==> config.mk <==
export PLATFORM = sky130hd
export DESIGN_NAME = adcc_control
export DESIGN_NICKNAME = d
export VERILOG_FILES = /design/src/logic/adcc_buffer_ram.v /design/src/logic/adcc_control.v
export VERILOG_INCLUDE_DIRS = /design/src /design/src/common
export SDC_FILE = /design/constraint.sdc
export NUM_CORES = 1
export LEC_CHECK = 0
export BUFFER_PORTS_ARGS = -buffer_cell sky130_fd_sc_hd__buf_2
export CORE_MARGIN = 3
export CORE_UTILIZATION = 60
export CTS_CLUSTER_DIAMETER = 30
export DETAILED_ROUTE_END_ITERATION = 16
export GPL_TIMING_DRIVEN = 0
export PLACE_DENSITY = 0.82
export SLEW_MARGIN = 20
export SYNTH_ARGS = -nofsm -noshare
export SYNTH_HDL_FRONTEND = slang
export SYNTH_HIERARCHICAL = 1
export SYNTH_SLANG_ARGS = --single-unit
export TNS_END_PERCENT = 10
==> constraint.sdc <==
create_clock -name clk_sys -period 5.95 [get_ports clk_sys]
set_input_delay 0.595 -clock clk_sys [delete_from_list [all_inputs] [get_ports clk_sys]]
set_output_delay 0.595 -clock clk_sys [all_outputs]
set_load 0.05 [all_outputs]
==> src/common/adcc_defines.vh <==
// Purpose: constants for the converter control block
// Assumes: 32-bit AHB-Lite register words, byte addresses
// Notes: none
`ifndef ADCC_DEFINES_VH
`define ADCC_DEFINES_VH
`define ADCC_OFF_CTRL 12'h000
`define ADCC_OFF_STAT 12'h004
`define ADCC_OFF_RESULT 12'h008
`define ADCC_OFF_PINCFG 12'h00C
`define ADCC_OFF_PORT 12'h010
`define ADCC_OFF_BUFWR 12'h014
`define ADCC_B_ON 0
`define ADCC_B_SAMPLE 1
`define ADCC_B_AUTO 2
`define ADCC_B_RCSEL 3
`define ADCC_B_SIDL 4
`define ADCC_B_GO 5
`define ADCC_B_IE 6
`define ADCC_B_FORM_LO 8
`define ADCC_B_FORM_HI 9
`define ADCC_B_SLOT_LO 12
`define ADCC_B_SLOT_HI 15
`define ADCC_FORM_INT 2'h0
`define ADCC_FORM_SINT 2'h1
`define ADCC_FORM_FRAC 2'h2
`define ADCC_FORM_SFRAC 2'h3
`define ADCC_TAD_DIV 8'h10
`define ADCC_SAMPLE_CONTROL_BIT_TADS 8'h02
`define ADCC_CONV_TADS 8'h0C
`define ADCC_ICYC_CYCLES 8'h04
`endif

==> src/logic/adcc_buffer_ram.v <==
// Purpose: 16 x 10-bit result buffer with registered read
// Assumes: no reset, contents unknown after power-on
// Notes: reset never touches the storage
`timescale 1ns/100ps
`default_nettype none
module adcc_buffer_ram (
    input wire clk_sys,
    input wire wrEn,
    input wire [3:0] wrAddr,
    input wire [9:0] wrData,
    input wire [3:0] rdAddr,
    output reg [9:0] rdData
);
    reg [9:0] mem [0:15];
    always @(posedge clk_sys) begin
        if (wrEn) begin
            mem[wrAddr] <= wrData;
        end
        rdData <= mem[rdAddr];
    end
endmodule
`default_nettype wire

==> src/logic/adcc_control.v <==
// Purpose: sampling, power, sleep/idle and result format control
// Assumes: AHB-Lite slave, one wait state on result reads, zero on all other transfers
// Notes: analog core is external; this block times and stores
//
// Notes on behaviour
// - sampling ends manually or automatically
// - on bit powers module, off disables it
// - sleep stops and holds module clocks low
// - sleep aborts conversion, never resumed
// - sleep leaves register contents unchanged
// - sleep operation only with RC clock
// - RC clock waits one instruction cycle first
// - completion sets done and writes buffer
// - sleep completion with interrupt wakes device
// - sleep completion without interrupt powers off
// - stop-in-idle bit halts module in idle
// - reset clears registers, aborts, turns off
// - reset keeps buffer; power-on contents unknown
// - 10-bit results read in three layouts; signed fractional reads as fractional
// - integer, signed, fractional layouts to 16 bits
// - buffer writes are always right-justified integer
// - analog pins read zero; digital pins unconverted
//
// Register access over AHB-Lite and the address map were left to the implementer.
`timescale 1ns/100ps
`default_nettype none
`include "adcc_defines.vh"
module adcc_control (
    input wire clk_sys,
    input wire srst,
    input wire hsel,
    input wire [31:0] haddr,
    input wire [1:0] htrans,
    input wire hwrite,
    input wire [2:0] hsize,
    input wire [31:0] hwdata,
    input wire hready,
    output reg [31:0] hrdata,
    output wire hreadyout,
    output wire hresp,
    input wire sleepReq,
    input wire idleReq,
    input wire rcClk,
    input wire [9:0] convData,
    input wire [15:0] pinLevel,
    output reg wakeReq,
    output reg analogPowerOn,
    output reg moduleClk,
    output reg sampleHold,
    output reg [3:0] muxSel,
    output reg convActive
);
    localparam ST_IDLE = 5'b00001;
    localparam ST_DELAY = 5'b00010;
    localparam ST_SAMPLE_CONTROL_BIT = 5'b00100;
    localparam ST_CONV = 5'b01000;
    localparam ST_DONE = 5'b10000;

    ////////////////////////////////////////////////////////////////////
    // pin synchronisers
    reg sleepM_q, sleepS_q, idleM_q, idleS_q, rcM_q, rcS_q, rcP_q;
    reg [15:0] pinM_q, pinS_q;
    reg [9:0] dataM_q, dataS_q;
    always @(posedge clk_sys) begin
        sleepM_q <= sleepReq;
        sleepS_q <= sleepM_q;
        idleM_q <= idleReq;
        idleS_q <= idleM_q;
        rcM_q <= rcClk;
        rcS_q <= rcM_q;
        rcP_q <= rcS_q;
        pinM_q <= pinLevel;
        pinS_q <= pinM_q;
        dataM_q <= convData;
        dataS_q <= dataM_q;
    end

    ////////////////////////////////////////////////////////////////////
    // registers
    reg onBit_q, sampBit_q, autoBit_q, rcSel_q, sidl_q, ie_q, done_q;
    reg [1:0] form_q;
    reg [3:0] slot_q, rdSlot_q;
    reg [15:0] pinCfg_q;
    reg sleepOff_q;
    reg [4:0] state_q;
    reg [7:0] div_q, tad_q;
    reg [3:0] wrPtr_q;
    reg aWr_q, aRd_q;
    reg [11:0] aOff_q;
    reg bufWr_q;
    reg [9:0] bufWd_q;
    wire [9:0] bufRd;
    reg bufRdOk_q;

    wire addrPh = hsel & hready & htrans[1];
    wire stopIdle = idleS_q & sidl_q;
    wire clkRun = ~sleepS_q | rcSel_q;
    wire powered = onBit_q & ~sleepOff_q & ~stopIdle;
    wire rcEdge = rcS_q & ~rcP_q;
    wire tadTick = (div_q == `ADCC_TAD_DIV - 8'h01) & powered & clkRun &
        (~rcSel_q | rcEdge);
    wire goWr = aWr_q & (aOff_q == `ADCC_OFF_CTRL) & hwdata[`ADCC_B_GO];
    wire convEnd = (state_q == ST_CONV) & tadTick &
        (tad_q == `ADCC_CONV_TADS - 8'h01);
    wire abort = ~powered | (sleepS_q & ~rcSel_q);

    ////////////////////////////////////////////////////////////////////
    // bus slave
    assign hresp = 1'b0;
    wire rdPend = aRd_q & (aOff_q == `ADCC_OFF_RESULT);
    assign hreadyout = ~rdPend | bufRdOk_q;
    always @(posedge clk_sys) begin
        if (srst) begin
            aWr_q <= 1'b0;
            aRd_q <= 1'b0;
            aOff_q <= 12'h000;
            bufRdOk_q <= 1'b0;
        end else begin
            if (hreadyout) begin
                aWr_q <= addrPh & hwrite;
                aRd_q <= addrPh & ~hwrite;
                aOff_q <= {haddr[11:2], 2'b00};
            end
            bufRdOk_q <= rdPend & ~bufRdOk_q;
        end
    end

    always @(posedge clk_sys) begin
        if (srst) begin
            rdSlot_q <= 4'h0;
        end else if (addrPh & ~hwrite) begin
            rdSlot_q <= slot_q;
        end
    end

    reg [15:0] fmt;
    always @* begin
        case (form_q)
            `ADCC_FORM_INT: fmt = {6'h00, bufRd};
            `ADCC_FORM_SINT: fmt = {{6{bufRd[9]}}, bufRd};
            default: fmt = {bufRd, 6'h00};
        endcase
    end

    wire [15:0] portRd = pinS_q & ~pinCfg_q;
    always @* begin
        hrdata = 32'h0000_0000;
        case (aOff_q)
            `ADCC_OFF_CTRL: hrdata = {16'h0000, slot_q, 2'b00, form_q, 1'b0,
                ie_q, 1'b0, sidl_q, rcSel_q, autoBit_q, sampBit_q, onBit_q};
            `ADCC_OFF_STAT: hrdata = {24'h000000, wrPtr_q, 1'b0,
                convActive, sampleHold, done_q};
            `ADCC_OFF_RESULT: hrdata = {16'h0000, fmt};
            `ADCC_OFF_PINCFG: hrdata = {16'h0000, pinCfg_q};
            `ADCC_OFF_PORT: hrdata = {16'h0000, portRd};
            default: hrdata = 32'h0000_0000;
        endcase
    end

    ////////////////////////////////////////////////////////////////////
    // control register writes; sleep never touches them
    always @(posedge clk_sys) begin
        if (srst) begin
            onBit_q <= 1'b0;
            sampBit_q <= 1'b0;
            autoBit_q <= 1'b0;
            rcSel_q <= 1'b0;
            sidl_q <= 1'b0;
            ie_q <= 1'b0;
            form_q <= `ADCC_FORM_INT;
            slot_q <= 4'h0;
            pinCfg_q <= 16'h0000;
        end else begin
            if (aWr_q & (aOff_q == `ADCC_OFF_CTRL)) begin
                onBit_q <= hwdata[`ADCC_B_ON];
                sampBit_q <= hwdata[`ADCC_B_SAMPLE];
                autoBit_q <= hwdata[`ADCC_B_AUTO];
                rcSel_q <= hwdata[`ADCC_B_RCSEL];
                sidl_q <= hwdata[`ADCC_B_SIDL];
                ie_q <= hwdata[`ADCC_B_IE];
                form_q <= hwdata[`ADCC_B_FORM_HI:`ADCC_B_FORM_LO];
                slot_q <= hwdata[`ADCC_B_SLOT_HI:`ADCC_B_SLOT_LO];
            end else if (convEnd & ~autoBit_q) begin
                sampBit_q <= 1'b0;
            end
            if (aWr_q & (aOff_q == `ADCC_OFF_PINCFG)) begin
                pinCfg_q <= hwdata[15:0];
            end
        end
    end

    ////////////////////////////////////////////////////////////////////
    // sequencer
    always @(posedge clk_sys) begin
        if (srst) begin
            state_q <= ST_IDLE;
            div_q <= 8'h00;
            tad_q <= 8'h00;
            done_q <= 1'b0;
            wrPtr_q <= 4'h0;
            sleepOff_q <= 1'b0;
            wakeReq <= 1'b0;
        end else begin
            wakeReq <= 1'b0;
            if (rcSel_q ? rcEdge : 1'b1) begin
                div_q <= (tadTick | ~powered) ? 8'h00 : div_q + 8'h01;
            end
            if (~onBit_q | ~sleepS_q) begin
                sleepOff_q <= 1'b0;
            end
            if (aWr_q & (aOff_q == `ADCC_OFF_STAT) & hwdata[0]) begin
                done_q <= 1'b0;
            end
            if (aWr_q & (aOff_q == `ADCC_OFF_CTRL) & hwdata[`ADCC_B_GO]) begin
                done_q <= 1'b0;
            end
            if (abort) begin
                state_q <= ST_IDLE;
                tad_q <= 8'h00;
            end else begin
                case (state_q)
                    ST_IDLE: begin
                        // manual or automatic start of sampling
                        if (sampBit_q | autoBit_q | goWr) begin
                            state_q <= rcSel_q ? ST_DELAY : ST_SAMPLE_CONTROL_BIT;
                            tad_q <= 8'h00;
                        end
                    end
                    ST_DELAY: begin
                        if (tad_q == `ADCC_ICYC_CYCLES - 8'h01) begin
                            state_q <= ST_SAMPLE_CONTROL_BIT;
                            tad_q <= 8'h00;
                        end else begin
                            tad_q <= tad_q + 8'h01;
                        end
                    end
                    ST_SAMPLE_CONTROL_BIT: begin
                        if (tadTick & (tad_q != 8'hFF)) begin
                            tad_q <= tad_q + 8'h01;
                        end
                        // manual end on clear, auto end on count
                        if (autoBit_q ? (tadTick &
                            (tad_q == `ADCC_SAMPLE_CONTROL_BIT_TADS - 8'h01)) :
                            (~sampBit_q & (tad_q != 8'h00))) begin
                            state_q <= ST_CONV;
                            tad_q <= 8'h00;
                        end
                    end
                    ST_CONV: begin
                        if (convEnd) begin
                            state_q <= ST_DONE;
                        end else if (tadTick) begin
                            tad_q <= tad_q + 8'h01;
                        end
                    end
                    ST_DONE: begin
                        done_q <= 1'b1;
                        wrPtr_q <= wrPtr_q + 4'h1;
                        state_q <= ST_IDLE;
                        if (sleepS_q & ie_q) begin
                            wakeReq <= 1'b1;
                        end
                        if (sleepS_q & ~ie_q) begin
                            sleepOff_q <= 1'b1;
                        end
                    end
                    default: state_q <= ST_IDLE;
                endcase
            end
        end
    end

    ////////////////////////////////////////////////////////////////////
    // buffer write path, always right-justified integer
    always @(posedge clk_sys) begin
        if (srst) begin
            bufWr_q <= 1'b0;
            bufWd_q <= 10'h000;
        end else begin
            bufWr_q <= 1'b0;
            if (state_q == ST_DONE) begin
                bufWr_q <= 1'b1;
                bufWd_q <= dataS_q;
            end else if (aWr_q & (aOff_q == `ADCC_OFF_BUFWR)) begin
                bufWr_q <= 1'b1;
                bufWd_q <= hwdata[9:0];
            end
        end
    end
    reg [3:0] bufWa_q;
    always @(posedge clk_sys) begin
        if (srst) begin
            bufWa_q <= 4'h0;
        end else if (state_q == ST_DONE) begin
            bufWa_q <= wrPtr_q;
        end else if (aWr_q & (aOff_q == `ADCC_OFF_BUFWR)) begin
            bufWa_q <= slot_q;
        end
    end

    adcc_buffer_ram uRam (
        .clk_sys(clk_sys),
        .wrEn(bufWr_q),
        .wrAddr(bufWa_q),
        .wrData(bufWd_q),
        .rdAddr(rdSlot_q),
        .rdData(bufRd)
    );

    ////////////////////////////////////////////////////////////////////
    // analog-side outputs
    always @(posedge clk_sys) begin
        if (srst) begin
            analogPowerOn <= 1'b0;
            moduleClk <= 1'b0;
            sampleHold <= 1'b0;
            convActive <= 1'b0;
            muxSel <= 4'h0;
        end else begin
            analogPowerOn <= powered;
            moduleClk <= powered & clkRun & div_q[3];
            sampleHold <= (state_q == ST_SAMPLE_CONTROL_BIT) & ~abort;
            convActive <= (state_q == ST_CONV) & ~abort;
            muxSel <= slot_q;
        end
    end
endmodule
`default_nettype wire

==> flow_metrics.tcl <==
set metrics [dict create \
    outcome "finished clean" \
    leakage_nw 5.365 \
    synth-simple-area-share 0.1104 \
    yosysWarnings 6 \
    antennaDiodeCount 0 \
    cts_setup_buffers 0 \
    finalMaxSlewViolations 0 \
    grt_max_degree 18 \
    vdd_ir_drop_max_v 0.0004932 \
    initial_core_util 0.6159 \
    grt_antenna_before_repair 0 \
    synth_cell_types 60 \
    syn_inst 887 \
    place_ws_ps 2795 \
    cts.clk_slew.worst_paths_ps 60 \
    synth_fa_ha_area_frac 0.005185 \
    startpoint_type "flop" \
    rr_startpoint "aOff_q[6]" \
    slowest_stage "nor4_2" \
    cpPeakStageDelay_ps 690 \
    stdcell_count 1344 \
    num_rows 51 \
    vias_per_cell 5.981 \
    worstHoldPathCells 1 \
    hold_class "primary input to flop" \
    syn_to_final_growth_pct 21.26 \
    synth_edf_count 160 \
    vias 8039 \
    setup_viol 0 \
    core_area_sq_mm 0.01959 \
    worst_slack_ps 2221 \
    endpoint_kind "output pin" \
    wire_per_inst_microns 21.23 \
    worst_pin_slew_ps 1098 \
    synth_xor_xnor_area_share 0.007985 \
    final_common_cell "dfxtp_1" \
    rsz0062_at_grt "false" \
    grt_pass1_vias 8040 \
    path_class "flop to output pin" \
    worstHoldStart "pinLevel[11]" \
    path_depth 7 \
    final_cell_mix "165 x dfxtp_1, 160 x edfxtp_1, 114 x nand2_1, 88 x buf_2, 56 x nor2_1" \
    fp.dieH_microns 147.8 \
    grt_pass1_wl_microns 44330 \
    wl_microns 28530 \
    hold_end "pinM_q[11]" \
    cp_max_fo 10 \
    io_pins 146 \
    async_flop_share 0 \
    max_freq_mhz 268.1 \
    cts_resized 0 \
    ant_nets 0 \
    met2_usage 0.4235 \
    maxCapViolCount 0 \
    synth_mux_area_frac 0.09779 \
    maxSlewHeadroom 0.2655 \
    clock-root-buffer "clkbuf_16" \
    dieArea_sq_mm 0.02185 \
    die-width_microns 147.8 \
    clock_latency_ps 540 \
    cts_tree "yes" \
    clock_skew_ps 14.17 \
    critical_path_buf_inv_count 2 \
    place.gp.congestion 0.9947 \
    synth_top_family_by_area "simple AND/OR/NAND/NOR gates" \
    grt-ovfl-total 0 \
    drcViolationCount 0 \
    placed_cells 1258 \
    portBuffers 86 \
    met1_usage 0.3549 \
    grtUsageMet3 0.05395 \
    synth_compound_area_frac 0.07840 \
    hold_viol 0 \
    synth_ff_type "dfxtp_1" \
    dp_hpwl_microns 18240 \
    cts-buffers-inserted 46 \
    ys_seq_area_frac 0.6720 \
    first_pass_iters 6 \
    finish.instance_area_sq_mm 0.01463 \
    nets 1149 \
    h-tree-depth 2 \
    postCtsHoldBufs 0 \
    track_usage 0.2634 \
    crit_chain "or4_4 -> nor4_2 -> buf_2 -> a21oi_1 -> a21o_1 -> nand3_1 -> buf_2" \
    cts.sinks 325 \
    syn_area_per_cell_sq_um 13.60 \
    finalCriticalPeriod_ps 3729 \
    drive_gt1_frac 0.2261 \
    cp.required_ps 5360 \
    critPathMostFrequentCell "buf_2" \
    drtIter0Drc 862 \
    netlist_area_sq_mm 0.01207 \
    r2r-end "bufWd_q[7]" \
    arrival_ps 3130 \
    reg2reg_setup_slack_ps 3250 \
    rr_worst_depth 6 \
    synth-seq-cells 325 \
    crit_family "simple AND/OR/NAND/NOR gates" \
    grt_busiest_layer "met2" \
    cts_buffer_depth 3 \
    period_share 0.6268 \
    fin_setup_tns_ps 0 \
    power.density_mw_per_mm2 368.6 \
    placed_cell_area_sq_mm 0.01294 \
]
final cells by class:
cell class	instances	area, sq um
Sequential cell	325	8108
Clock buffer	55	1269
Multi-Input combinational cell	516	3707
Timing Repair Buffer	90	460.4
Clock inverter	31	417.9
Tap cell	265	331.6
Buffer	51	295.3
Inverter	11	41.29
Fill cell	1171	4960
per-layer routing:
layer | vias to the layer above | routed length, microns
li1 | 3621 | -
met1 | 3914 | 11400
met2 | 415 | 13730
met3 | 89 | 2354
met4 | 0 | 1049
met5 | - | 0
stage by stage:
stage | total power [mW] | utilization | hold WS (ps)
4_1_cts | 5.412 | 0.7468 | 149.5
5_1_grt | 5.516 | 0.7468 | 152.6
3_3_place_gp | 2.502 | 0.6579 | 310.2
6_report | 5.392 | 0.7468 | 158.2
2_1_floorplan | 2.467 | - | 309.6
3_5_place_dp | 2.505 | 0.6607 | 312.1
worst max-delay path by stage:
stage,startpoint,end,slack (ps)
floorplan,aOff_q[6],hrdata[0],2750
global placement,aOff_q[6],hrdata[12],2470
detailed placement,aOff_q[6],hrdata[12],2800
CTS,aOff_q[6],hrdata[12],2220
global route,aOff_q[6],hrdata[12],2030
finish,aOff_q[6],hrdata[12],2220
flip-flops by register name, indices dropped and copies added, names as in the netlist, 2 cells and up:
name / flops
form_q: 2
pinCfg_q: 16
bufWd_q: 10
pinS_q: 16
muxSel: 4
dataS_q: 10
wrPtr_q: 4
aOff_q: 10
div_q: 8
dataM_q: 10
rdSlot_q: 4
state_q: 5
bufWa_q: 4
tad_q: 8
pinM_q: 16
slot_q: 4
uRam/rdData: 10
uRam/mem: 160
report_power, final:
part | total (mW) | switching, mW | internal [mW]
clock network | 2.93 | 1.03 | 1.90
registers | 2.36 | 0.0109 | 2.35
logic | 0.0977 | 0.0642 | 0.0334
synthesized netlist by cell type (all sizes together), types with 9 or more instances:
cell	n	area, sq um
edfxtp	160	4805
o21ai	10	50.05
inv	11	41.29
a21oi	52	260.3
dfxtp	165	3303
nand3	17	85.08
mux2i	20	200.2
and2	12	75.07
nand2	114	427.9
a211oi	20	150.1
o211ai	11	82.58
or3	9	56.30
clkbuf	21	78.83
mux4	40	945.9
nor2	56	210.2
a22oi	22	165.2
nor3	15	75.07
buf	30	216.5
logic make-up (layout without fill, tap and decap cells):
family                     Yosys count  after routing
muxes                               63             63
other                                1             17
adders and majority gates            5              5
DFF                                325            325
and+or+nand+nor                    277            277
buffers and inverters               62            238
xor gates and xnor gates            11             11
AOI/OAI and AO/OA                  143            143
(Power assumes the default switching activity.)
